$ cat src/common/synth_cfg_pkg.sv
package synth_cfg_pkg;

	// ------------------------------------------------------------
	// Register offsets
	// ------------------------------------------------------------
	localparam logic [7:0] CAL_CTRL_OFFSET    = 8'h0A;
	localparam logic [7:0] MARGIN_LOW_OFFSET  = 8'h10;
	localparam logic [7:0] MARGIN_HIGH_OFFSET = 8'h11;
	localparam logic [7:0] DRV_CTRL_OFFSET    = 8'h15;
	localparam logic [7:0] OUT_DIV_HI_OFFSET  = 8'h16;
	localparam logic [7:0] OUT_DIV_LO_OFFSET  = 8'h17;
	localparam logic [7:0] FB_DIV_HI_OFFSET   = 8'h19;
	localparam logic [7:0] FB_DIV_LO_OFFSET   = 8'h1A;
	localparam logic [7:0] NUM_TOP_OFFSET     = 8'h1B;
	localparam logic [7:0] NUM_MID_OFFSET     = 8'h1C;
	localparam logic [7:0] NUM_LOW_OFFSET     = 8'h1D;
	localparam logic [7:0] DEN_TOP_OFFSET     = 8'h1E;
	localparam logic [7:0] DEN_MID_OFFSET     = 8'h1F;
	localparam logic [7:0] DEN_LOW_OFFSET     = 8'h20;

	// ------------------------------------------------------------
	// Field positions
	// ------------------------------------------------------------
	localparam int CAL_TRIGGER_BIT = 1;
	localparam int POWERDOWN_BIT   = 7;

	// ------------------------------------------------------------
	// Reset values
	// ------------------------------------------------------------
	localparam logic [7:0] MARGIN_HIGH_RESET = 8'h80;
	localparam logic [1:0] MARGIN_LOW_RESET  = 2'h0;
	localparam logic [1:0] OUT_FORMAT_RESET  = 2'h1;
	localparam logic [7:0] OUT_DIV_HI_RESET  = 8'h00;
	localparam logic [7:0] OUT_DIV_LO_RESET  = 8'h20;
	localparam logic [3:0] FB_DIV_HI_RESET   = 4'h0;
	localparam logic [7:0] FB_DIV_LO_RESET   = 8'h32;
	localparam logic [21:0] FRACTION_RESET   = 22'h000000;

	// ------------------------------------------------------------
	// Counts
	// ------------------------------------------------------------
	localparam logic [8:0] OUT_DIV_MIN = 9'h005;

	// ------------------------------------------------------------
	// Enumerations
	// ------------------------------------------------------------
	typedef enum logic [1:0] {
		FMT_TRISTATE = 2'b00,
		FMT_LVPECL   = 2'b01,
		FMT_LVDS     = 2'b10,
		FMT_HCSL     = 2'b11
	} out_format_e;

	typedef enum logic {
		CAL_IDLE = 1'b0,
		CAL_RUN  = 1'b1
	} cal_state_e;

endpackage : synth_cfg_pkg

$ cat src/rtl/synth_divider_output_config.sv
`timescale 1ns/1ps

// Function
// - Margin offset bits 9:2 register, reset 0x80
// - Margin offset bits 1:0 in preceding register
// - Format select: tristate, LVPECL, LVDS, HCSL
// - Nine-bit output divider across two registers
// - Output divider 5..511 exact; 0-4 reserved
// - Output divider resets to thirty-two
// - Twelve-bit feedback divider across two registers
// - Feedback divider resets to fifty
// - Twenty-two-bit numerator, three registers, MSB first
// - Twenty-two-bit denominator, three registers, MSB first
// - Rising trigger starts calibration; self-clears
module synth_divider_output_config #(
	parameter int OUT_DIV_WIDTH = 9,
	parameter int FB_DIV_WIDTH  = 12,
	parameter int FRAC_WIDTH    = 22
) (
	input  wire logic                     clk_sys_in,
	input  wire logic                     rst_b_in,
	input  wire logic [7:0]               reg_addr_in,
	input  wire logic [7:0]               reg_wdata_in,
	input  wire logic                     reg_write_in,
	input  wire logic                     reg_read_in,
	input  wire logic                     cal_done_in,
	output logic      [7:0]               reg_rdata_out,
	output logic                          reg_rvalid_out,
	output logic      [9:0]               crystal_margin_offset_out,
	output logic                          output_buffer_powerdown_out,
	output logic      [1:0]               out_format_out,
	output logic                          out_tristate_out,
	output logic      [OUT_DIV_WIDTH-1:0] output_divider_out,
	output logic                          output_divider_legal_out,
	output logic                          output_tick_out,
	output logic      [FB_DIV_WIDTH-1:0]  feedback_integer_ratio_out,
	output logic      [FRAC_WIDTH-1:0]    fraction_numerator_out,
	output logic      [FRAC_WIDTH-1:0]    fraction_denominator_out,
	output logic                          fraction_active_out,
	output logic                          calibration_start_out,
	output logic                          calibration_busy_out
);

	// ------------------------------------------------------------
	// State
	// ------------------------------------------------------------
	typedef struct packed {
		logic [1:0]                  margin_low;
		logic [7:0]                  margin_high;
		logic                        powerdown;
		synth_cfg_pkg::out_format_e  out_format;
		logic                        tristate;
		logic [7:0]                  out_div_hi;
		logic [7:0]                  out_div_lo;
		logic [3:0]                  fb_div_hi;
		logic [7:0]                  fb_div_lo;
		logic [FRAC_WIDTH-1:0]       numer;
		logic [FRAC_WIDTH-1:0]       denom;
		logic                        frac_active;
		logic                        cal_trigger;
		synth_cfg_pkg::cal_state_e   cal_state;
		logic                        cal_start;
		logic                        done_meta;
		logic                        done_sync;
		logic                        done_prev;
		logic [7:0]                  rdata;
		logic                        rvalid;
	} cfg_state_s;

	cfg_state_s state;
	cfg_state_s next_state;

	logic div_tick;
	logic div_legal;
	logic done_rise;

	// ------------------------------------------------------------
	// Helpers
	// ------------------------------------------------------------
	function automatic logic hit(input logic [7:0] addr, input logic [7:0] offset);
		hit = (addr == offset);
	endfunction : hit

	function automatic logic [7:0] top_byte(input logic [FRAC_WIDTH-1:0] value);
		top_byte = {2'h0, value[21:16]};
	endfunction : top_byte

	function automatic logic [7:0] read_mux(input cfg_state_s s, input logic [7:0] addr);
		read_mux = 8'h00;
		case (addr)
			synth_cfg_pkg::CAL_CTRL_OFFSET:    read_mux = {6'h00, s.cal_trigger, 1'b0};
			synth_cfg_pkg::MARGIN_LOW_OFFSET:  read_mux = {6'h00, s.margin_low};
			synth_cfg_pkg::MARGIN_HIGH_OFFSET: read_mux = s.margin_high;
			synth_cfg_pkg::DRV_CTRL_OFFSET:    read_mux = {s.powerdown, 5'h00, s.out_format};
			synth_cfg_pkg::OUT_DIV_HI_OFFSET:  read_mux = s.out_div_hi;
			synth_cfg_pkg::OUT_DIV_LO_OFFSET:  read_mux = s.out_div_lo;
			synth_cfg_pkg::FB_DIV_HI_OFFSET:   read_mux = {4'h0, s.fb_div_hi};
			synth_cfg_pkg::FB_DIV_LO_OFFSET:   read_mux = s.fb_div_lo;
			synth_cfg_pkg::NUM_TOP_OFFSET:     read_mux = top_byte(s.numer);
			synth_cfg_pkg::NUM_MID_OFFSET:     read_mux = s.numer[15:8];
			synth_cfg_pkg::NUM_LOW_OFFSET:     read_mux = s.numer[7:0];
			synth_cfg_pkg::DEN_TOP_OFFSET:     read_mux = top_byte(s.denom);
			synth_cfg_pkg::DEN_MID_OFFSET:     read_mux = s.denom[15:8];
			synth_cfg_pkg::DEN_LOW_OFFSET:     read_mux = s.denom[7:0];
			default:                           read_mux = 8'h00;
		endcase
	endfunction : read_mux

	// Rise is taken from the second stage against the third (done_prev)
	assign done_rise = state.done_sync && !state.done_prev;

	// ------------------------------------------------------------
	// Next state
	// ------------------------------------------------------------
	always_comb begin
		next_state           = state;
		next_state.cal_start = 1'b0;
		next_state.rvalid    = 1'b0;
		next_state.done_meta = cal_done_in;
		next_state.done_sync = state.done_meta;
		next_state.done_prev = state.done_sync;

		if (reg_write_in) begin
			if (hit(reg_addr_in, synth_cfg_pkg::MARGIN_LOW_OFFSET)) begin
				next_state.margin_low = reg_wdata_in[1:0];
			end
			if (hit(reg_addr_in, synth_cfg_pkg::MARGIN_HIGH_OFFSET)) begin
				next_state.margin_high = reg_wdata_in;
			end
			if (hit(reg_addr_in, synth_cfg_pkg::DRV_CTRL_OFFSET)) begin
				next_state.powerdown  = reg_wdata_in[synth_cfg_pkg::POWERDOWN_BIT];
				next_state.out_format = synth_cfg_pkg::out_format_e'(reg_wdata_in[1:0]);
			end
			if (hit(reg_addr_in, synth_cfg_pkg::OUT_DIV_HI_OFFSET)) begin
				next_state.out_div_hi = reg_wdata_in;
			end
			if (hit(reg_addr_in, synth_cfg_pkg::OUT_DIV_LO_OFFSET)) begin
				next_state.out_div_lo = reg_wdata_in;
			end
			if (hit(reg_addr_in, synth_cfg_pkg::FB_DIV_HI_OFFSET)) begin
				next_state.fb_div_hi = reg_wdata_in[3:0];
			end
			if (hit(reg_addr_in, synth_cfg_pkg::FB_DIV_LO_OFFSET)) begin
				next_state.fb_div_lo = reg_wdata_in;
			end
			if (hit(reg_addr_in, synth_cfg_pkg::NUM_TOP_OFFSET)) begin
				next_state.numer[21:16] = reg_wdata_in[5:0];
			end
			if (hit(reg_addr_in, synth_cfg_pkg::NUM_MID_OFFSET)) begin
				next_state.numer[15:8] = reg_wdata_in;
			end
			if (hit(reg_addr_in, synth_cfg_pkg::NUM_LOW_OFFSET)) begin
				next_state.numer[7:0] = reg_wdata_in;
			end
			if (hit(reg_addr_in, synth_cfg_pkg::DEN_TOP_OFFSET)) begin
				next_state.denom[21:16] = reg_wdata_in[5:0];
			end
			if (hit(reg_addr_in, synth_cfg_pkg::DEN_MID_OFFSET)) begin
				next_state.denom[15:8] = reg_wdata_in;
			end
			if (hit(reg_addr_in, synth_cfg_pkg::DEN_LOW_OFFSET)) begin
				next_state.denom[7:0] = reg_wdata_in;
			end
		end

		// ------------------------------------------------------------
		// Calibration sequencer
		// ------------------------------------------------------------
		case (state.cal_state)
			synth_cfg_pkg::CAL_IDLE: begin
				if (reg_write_in && hit(reg_addr_in, synth_cfg_pkg::CAL_CTRL_OFFSET)
					&& reg_wdata_in[synth_cfg_pkg::CAL_TRIGGER_BIT]
					&& !state.cal_trigger) begin
					next_state.cal_trigger = 1'b1;
					next_state.cal_start   = 1'b1;
					next_state.cal_state   = synth_cfg_pkg::CAL_RUN;
				end
			end
			synth_cfg_pkg::CAL_RUN: begin
				// Writes while running cannot clear the bit: only completion does
				if (done_rise) begin
					next_state.cal_trigger = 1'b0;
					next_state.cal_state   = synth_cfg_pkg::CAL_IDLE;
				end
			end
			default: begin
				next_state.cal_trigger = 1'b0;
				next_state.cal_state   = synth_cfg_pkg::CAL_IDLE;
			end
		endcase

		// ------------------------------------------------------------
		// Derived outputs, registered
		// ------------------------------------------------------------
		next_state.tristate = (next_state.out_format == synth_cfg_pkg::FMT_TRISTATE);
		// Zero denominator would be a divide by zero, so integer mode is used instead
		next_state.frac_active = (next_state.numer != '0) && (next_state.denom != '0);

		if (reg_read_in) begin
			next_state.rdata  = read_mux(state, reg_addr_in);
			next_state.rvalid = 1'b1;
		end
	end

	always_ff @(posedge clk_sys_in) begin
		if (!rst_b_in) begin
			state             <= '0;
			state.margin_low  <= synth_cfg_pkg::MARGIN_LOW_RESET;
			state.margin_high <= synth_cfg_pkg::MARGIN_HIGH_RESET;
			state.out_format  <= synth_cfg_pkg::out_format_e'(synth_cfg_pkg::OUT_FORMAT_RESET);
			state.out_div_hi  <= synth_cfg_pkg::OUT_DIV_HI_RESET;
			state.out_div_lo  <= synth_cfg_pkg::OUT_DIV_LO_RESET;
			state.fb_div_hi   <= synth_cfg_pkg::FB_DIV_HI_RESET;
			state.fb_div_lo   <= synth_cfg_pkg::FB_DIV_LO_RESET;
			state.numer       <= synth_cfg_pkg::FRACTION_RESET;
			state.denom       <= synth_cfg_pkg::FRACTION_RESET;
			state.cal_state   <= synth_cfg_pkg::CAL_IDLE;
		end else begin
			state <= next_state;
		end
	end

	// ------------------------------------------------------------
	// Output divider
	// ------------------------------------------------------------
	output_divider_tick #(
		.DIV_WIDTH (OUT_DIV_WIDTH)
	) u_out_div (
		.clk_sys_in (clk_sys_in),
		.rst_b_in   (rst_b_in),
		.run_in     (!state.powerdown && !state.tristate),
		.divide_in  ({state.out_div_hi[0], state.out_div_lo}),
		.tick_out   (div_tick),
		.legal_out  (div_legal)
	);

	// ------------------------------------------------------------
	// Outputs
	// ------------------------------------------------------------
	assign reg_rdata_out               = state.rdata;
	assign reg_rvalid_out              = state.rvalid;
	assign crystal_margin_offset_out   = {state.margin_high, state.margin_low};
	assign output_buffer_powerdown_out = state.powerdown;
	assign out_format_out              = state.out_format;
	assign out_tristate_out            = state.tristate;
	assign output_divider_out          = {state.out_div_hi[0], state.out_div_lo};
	assign output_divider_legal_out    = div_legal;
	assign output_tick_out             = div_tick;
	assign feedback_integer_ratio_out  = {state.fb_div_hi, state.fb_div_lo};
	assign fraction_numerator_out      = state.numer;
	assign fraction_denominator_out    = state.denom;
	assign fraction_active_out         = state.frac_active;
	assign calibration_start_out       = state.cal_start;
	assign calibration_busy_out        = state.cal_trigger;

endmodule : synth_divider_output_config

$ cat src/rtl/output_divider_tick.sv
`timescale 1ns/1ps

module output_divider_tick #(
	parameter int DIV_WIDTH = 9
) (
	input  wire logic                 clk_sys_in,
	input  wire logic                 rst_b_in,
	input  wire logic                 run_in,
	input  wire logic [DIV_WIDTH-1:0] divide_in,
	output logic                      tick_out,
	output logic                      legal_out
);

	typedef struct packed {
		logic [DIV_WIDTH-1:0] count;
		logic                 tick;
		logic                 legal;
	} div_state_s;

	div_state_s state;
	div_state_s next_state;

	// ------------------------------------------------------------
	// Counter
	// ------------------------------------------------------------
	always_comb begin
		next_state       = state;
		next_state.tick  = 1'b0;
		next_state.legal = (divide_in >= DIV_WIDTH'(synth_cfg_pkg::OUT_DIV_MIN));
		// Reserved settings clear the counter to zero rather than divide wrongly
		if (!run_in || !next_state.legal) begin
			next_state.count = '0;
		end else if (state.count >= divide_in - DIV_WIDTH'(1)) begin
			next_state.count = '0;
			next_state.tick  = 1'b1;
		end else begin
			next_state.count = state.count + DIV_WIDTH'(1);
		end
	end

	always_ff @(posedge clk_sys_in) begin
		if (!rst_b_in) begin
			state <= '0;
		end else begin
			state <= next_state;
		end
	end

	assign tick_out  = state.tick;
	assign legal_out = state.legal;

endmodule : output_divider_tick

$ cat config.mk
export PLATFORM = sky130hd
export DESIGN_NAME = synth_divider_output_config
export DESIGN_NICKNAME = d
export VERILOG_FILES = /design/src/common/synth_cfg_pkg.sv /design/src/rtl/synth_divider_output_config.sv /design/src/rtl/output_divider_tick.sv
export SDC_FILE = /design/constraint.sdc
export NUM_CORES = 1
export LEC_CHECK = 0
export BUFFER_PORTS_ARGS = -buffer_cell sky130_fd_sc_hd__buf_2
export CORE_ASPECT_RATIO = 0.8
export CORE_MARGIN = 1.5
export CORE_UTILIZATION = 50
export CTS_CLUSTER_SIZE = 10
export DETAILED_ROUTE_END_ITERATION = 16
export GPL_TIMING_DRIVEN = 0
export PLACE_DENSITY = 0.73
export RECOVER_POWER = 100
export SYNTH_ARGS = -nofsm -noshare
export SYNTH_HDL_FRONTEND = slang
export SYNTH_HIERARCHICAL = 1
export SYNTH_SLANG_ARGS = --single-unit
$ cat constraint.sdc
create_clock -name clk_sys_in -period 3.2 [get_ports clk_sys_in]
set_clock_uncertainty 0.2 [all_clocks]
set_input_delay 0.32 -clock clk_sys_in [delete_from_list [all_inputs] [get_ports clk_sys_in]]
set_output_delay 0.32 -clock clk_sys_in [all_outputs]
set_load 0.03 [all_outputs]
## After elaboration in Yosys (flattened, before gate mapping)

Index checks and enable logic that the tools add are counted.

| cells by class | value |
|---|---|
| add/sub/neg operators | 2 |
| multiply operators | 0 |
| divide/modulo/power cells | 0 |
| order comparisons | 2 |
| equality and inequality tests | 16 |
| shift-type cells | 0 |
| multiplexer cells | 15 |
| bitwise logic cells | 2 |
| reductions and logical operators | 27 |

Operators by type and width:

| kind | count |
|---|---|
| 8-bit one-hot mux with 14 select lines | 1 |
| 8-bit by 5-bit == test with 1-bit output (second input constant) | 12 |
| 44-bit 2-to-1 mux | 1 |
| 22-bit nonzero test | 2 |
| 8-bit 2-to-1 mux | 4 |
| 2-bit AND reduction | 8 |
| 6-bit 2-to-1 mux | 2 |
| 9-bit by 1-bit adder with 9-bit output (second input constant) | 1 |
| 9-bit by 3-bit greater-or-equal comparator with 1-bit output (second input constant) | 1 |
| 9-bit greater-or-equal comparator | 1 |
| 9-bit by 1-bit subtractor with 9-bit output (second input constant) | 1 |
| 8-bit by 4-bit == test with 1-bit output (second input constant) | 1 |
| 8-bit by 6-bit == test with 1-bit output (second input constant) | 1 |
| 1-bit logical AND | 6 |
| 1-bit logical NOT | 6 |
| 2-bit 2-to-1 mux | 3 |
| 2-bit one-hot mux with 2 select lines | 1 |
| 2-bit OR reduction | 2 |
| 3-bit 2-to-1 mux | 1 |
| 3-bit OR reduction | 1 |
| 2-bit logical NOT | 1 |
| 1-bit 2-to-1 mux | 2 |
| 2-bit by 1-bit != test with 1-bit output (second input constant) | 1 |
| 2-bit != test (second input constant) | 1 |
| 2 further kinds | 3 |

| word-level totals | value |
|---|---|
| register bits | 113 |
| bits in latches | 0 |
| memory bits (writable) | 0 |
| ROM bits | 0 |
| output and inout port bits | 93 |
| memories kept | 0 |

## Depth between registers and ports, before layout

| depth | value |
|---|---|
| depth in word-level cells | 6 |
| mapped depth | 10 |
| depth with buffers taken out | 10 |

## Cells and area by module

The synthesis kept the hierarchy.

Modules (own cells, without submodules):

| module | instances | cells an instance | area each (um^2) | seq. area each (um^2) |
|---|---|---|---|---|
| synth_divider_output_config | 1 | 631 | 5585.4 | 2042.0 |
| output_divider_tick | 1 | 92 | 792.0 | 220.2 |

## Worst setup path after synthesis

OpenSTA, ideal clock, no wires.

| path | value |
|---|---|
| path type | reg2reg |
| from | register state, in the netlist output_divider_out[0] |
| to | register u_out_div.state, in the netlist u_out_div/tick_out |
| library setup time | 61 ps |
| arrival time | 2146 ps |
| setup slack | 794 ps |
| stages on the path, launching flop included | 11 |
| cells stage by stage | dfxtp_1 > inv_1 > ha_1 > nand2_1 > nor3b_1 > xnor2_1 > ha_1 > nand4_1 > or3_1 > o311ai_2 > and2_1 |

| between the ends | value |
|---|---|
| longest elaborated chain between the ends | 4 |

RTL lines:

| what | line | text |
|---|---|---|
| from (decl) | synth_divider_output_config.sv:70 | `cfg_state_s state;` |
| from (signal assigned) | synth_divider_output_config.sv:219 | `state <= next_state;` |
| parallel branches: the longest is 4 deep, another holds 9-bit by 1-bit subtractor with 9-bit output | -- |  |
| to (signal assigned) | output_divider_tick.sv:45 | `state <= next_state;` |
| to (decl) | output_divider_tick.sv:20 | `div_state_s state;` |

Several ways; the timed one is not identified.
A chain may end at the register's enable or synchronous reset.

## Worst setup path in the final report

| path | value |
|---|---|
| from | register state, in the netlist output_divider_out[6] |
| to | register u_out_div/state[6] (netlist name) |

| between the ends | value |
|---|---|
| longest elaborated chain between the ends | 4 |

RTL lines:

| what |
|---|
| parallel branches: the longest is 3 deep, another holds 9-bit by 1-bit subtractor with 9-bit output |
| 3-bit OR reduction (no line) (*) |

Mark *: on every way between the ends.

==> impl_metrics.ini <==
[place]
dp_hpwl_um = 15900
port_buffers = 110
dpl-instance-area_um2 = 7142
gp_congestion = 1.035

[logic_synthesis]
yosysWarnings = 6
synth-edff-count = 0
synthesis.area_um2 = 6377
synth_top_area_frac = 0.3547
async_flop_share = 0
syn_inst = 723
synth.yosys.seq_area_share = 0.3547
synth_flop_cell = dfxtp_1
ys_types = 59
post_synth.cell_area_avg_um2 = 8.821
ys_ff_latch = 113
syn-num-nets = 756
yosys.area.top_type = dfxtp_1
synth.area.top_cells = dfxtp_1 35%, mux2i_1 11%, buf_4 10%

[worst_hold_path]
hold_start = reg_wdata_in[2]
whs_endpoint = fraction_denominator_out[18]
min_path_cells = 3
hold_class = input port to flop

[route]
drt-total-wl_um = 21460
drc = 0
vias = 5885
post_drt_wl_per_cell_um = 20.68
avgViaCountPerCell = 5.670
drt_iter0_drc = 594
ant_nets = 0
drtPass1Iterations = 6

[final_layout]
final_cell_area_um2 = 7691
fin_nets = 887
layout-drive-gt1-share = 0.1707
synthToLayoutAreaGrowth_pct = 20.60
diodes = 0
fill_cells = 1128

[setup_path]
cp_max_fo = 10
worstPathArrival_ps = 3020
r2r_end = u_out_div/state[6]
start_kind = flop
worstSetupPathType = flop to flop
cp-end-kind = flop
reg2reg_from = output_divider_out[6]
worstRegToRegCells = 7
rrSetupSlack_ps = 250
required_ps = 3280

[clock_network]
cts_resized = 0
cts_root_buffer = clkbuf_16
cts_tree = done
cts_sinks = 113
cts.clk_slew.worst_paths_ps = 50
clockBufferDepth = 2
clk_latency_ps = 430
cts_made_buffers = 17
htree_levels = 4

[die]
dieArea_um2 = 13450
die_w_um = 129.3
start_util = 0.5186
pin_count = 114
num_rows = 36
coreArea_um2 = 12300
dieHeight_um = 104.0

[sta]
finalMaxSlewViolations = 0
fmax_ghz = 0.3395
rsz0062_at_grt = false
slew_headroom = 0.2882
period_needed_ps = 2946
setup_viol = 0
worstMarginPinSlew_ps = 1059
fin_crit_sh = 0.9205
final_hold_viol_count = 0
finalSetupTns_ps = 0

[power]
pwr-share-clk = 0.566
power.internal_mw = 2.941
pwr_density_cell_nw_per_um2 = 489.3
power.switching_uw = 822.4
ir_drop_mv = 0.4666
seq_power_share = 0.378
combPwrFrac = 0.056
switching_share = 0.2185
power_leakage_nw = 3.036

[grt]
grt_usage = 0.3279
grt_first_pass_wirelength_um = 32630
grt_max_degree = 17
antenna_found_initial = 0
gr-total-overflow = 0
grt_pass1_vias = 5595

[flow_run]
maxCapViolCount = 0

[run_status]
outcome = complete, no violations
-- routing by layer --
metal,wire (µm),part of all wire,global-route usage,up-vias
met5,0,0,0,-
met4,509,0.024,0.1196,0
met3,1831,0.085,0.07716,38
met2,9182,0.43,0.4715,283
met1,9939,0.46,0.4740,2851
li1,-,-,-,2713
-- sequential cells by signal, summed over array words and instances, names as in the netlist, 2 cells and up --
| signal | cells |
|---|---|
| crystal_margin_offset_out | 10 |
| feedback_integer_ratio_out | 12 |
| fraction_denominator_out | 22 |
| fraction_numerator_out | 22 |
| next_state | 2 |
| out_format_out | 2 |
| output_divider_out | 9 |
| reg_rdata_out | 8 |
| state | 9 |
| u_out_div/state | 9 |
-- power groups by stage --
stage          combinational, mW  clock, mW  sequential [mW]
2_1_floorplan              0.118          0             1.45
3_3_place_gp               0.201          0             1.45
3_5_place_dp               0.203          0             1.45
4_1_cts                    0.206       2.14             1.42
5_1_grt                    0.221       2.21             1.42
6_report                   0.210       2.13             1.42
-- final cells by class --
cell class                      instances  area [µm²]  area share
Multi-Input combinational cell        469        3246      0.4220
Sequential cell                       113        2262      0.2941
Buffer                                128       805.8      0.1048
Clock buffer                           23       488.0     0.06345
Timing Repair Buffer                  112       450.4     0.05857
Tap cell                              171       214.0     0.02782
Clock inverter                          9       176.4     0.02294
Inverter                               13       48.80    0.006345
-- logic make-up (layout without fill, tap and decap cells) --
| family | after synthesis | count (layout) | synth area share |
|---|---|---|---|
| multiplexers | 79 | 79 | 0.1291 |
| adder cells (fa/ha/maj) | 12 | 12 | 0.02354 |
| buffers and inverters | 141 | 285 | 0.1346 |
| XOR/XNOR | 14 | 14 | 0.01923 |
| flip-flops | 113 | 113 | 0.3547 |
| AO/OA/AOI/OAI | 124 | 124 | 0.1324 |
| AND/OR/NAND/NOR | 240 | 240 | 0.2064 |
-- placed cells by master (no fill, tap or decap), types with 6 or more instances in the layout --
cell type	count
a21boi_0	19
xnor2_1	12
a21oi_1	12
dfxtp_1	113
clkbuf_16	17
nand3_1	23
nand2_1	50
mux2i_1	71
inv_1	13
nor2_1	25
nor3b_1	9
a31oi_1	7
nand2b_1	6
buf_2	19
clkbuf_1	132
mux2_2	6
nor2b_1	71
nor4_1	10
o22ai_1	6
and2_0	6
nor3_1	18
ha_1	12
o21a_1	7
buf_4	85
o21ai_0	30
a22oi_1	15
-- metrics by stage --
step	hold WS [ps]	setup slack, ps	util	total power [mW]	cells
2_1_floorplan	211.9	793.5	-	1.571	723
3_3_place_gp	214.2	382.0	0.5808	1.653	1004
3_5_place_dp	220.8	325.7	0.5808	1.656	1004
4_1_cts	14.26	294.1	0.6364	3.773	1038
5_1_grt	55.77	101.9	0.6255	3.859	1038
6_report	31.42	254.3	0.6255	3.764	1038
-- synth_stat cells, types with 13 or more instances --
cell	n
nor3_1	18
o21ai_0	30
dfxtp_1	113
a22oi_1	15
nand3_1	23
clkbuf_1	31
inv_1	13
nor2_1	23
buf_4	85
nand2_1	50
mux2i_1	71
nor2b_1	71
a21boi_0	19
-- worst max path at each step --
| stage | end | start | cells after the start |
|---|---|---|---|
| CTS | u_out_div/state[6] | output_divider_out[6] | 7 |
| detailed placement | u_out_div/state[2] | output_divider_out[6] | 7 |
| global route | u_out_div/state[6] | output_divider_out[6] | 7 |
| global placement | reg_rdata_out[4] | reg_addr_in[3] | 8 |
| floorplan | u_out_div/tick_out | output_divider_out[0] | 10 |
| finish | u_out_div/state[6] | output_divider_out[6] | 7 |
-- worst max-delay path: stages (launching register included) --
cell and delay, ps:
dfxtp_1 380, nor3_1 470, nor3b_1 290, xnor2_1 120, ha_1 330, nand4_1 150, o311ai_2 720, nor2_1 140
-- what timing repair did --
item / CTS / global route
hold buffers: 2 / 0
buffers inserted: 0 / 0
endpoints found under the hold margin: 2 / 0
Note: power is estimated with default switching activity, not from simulation.
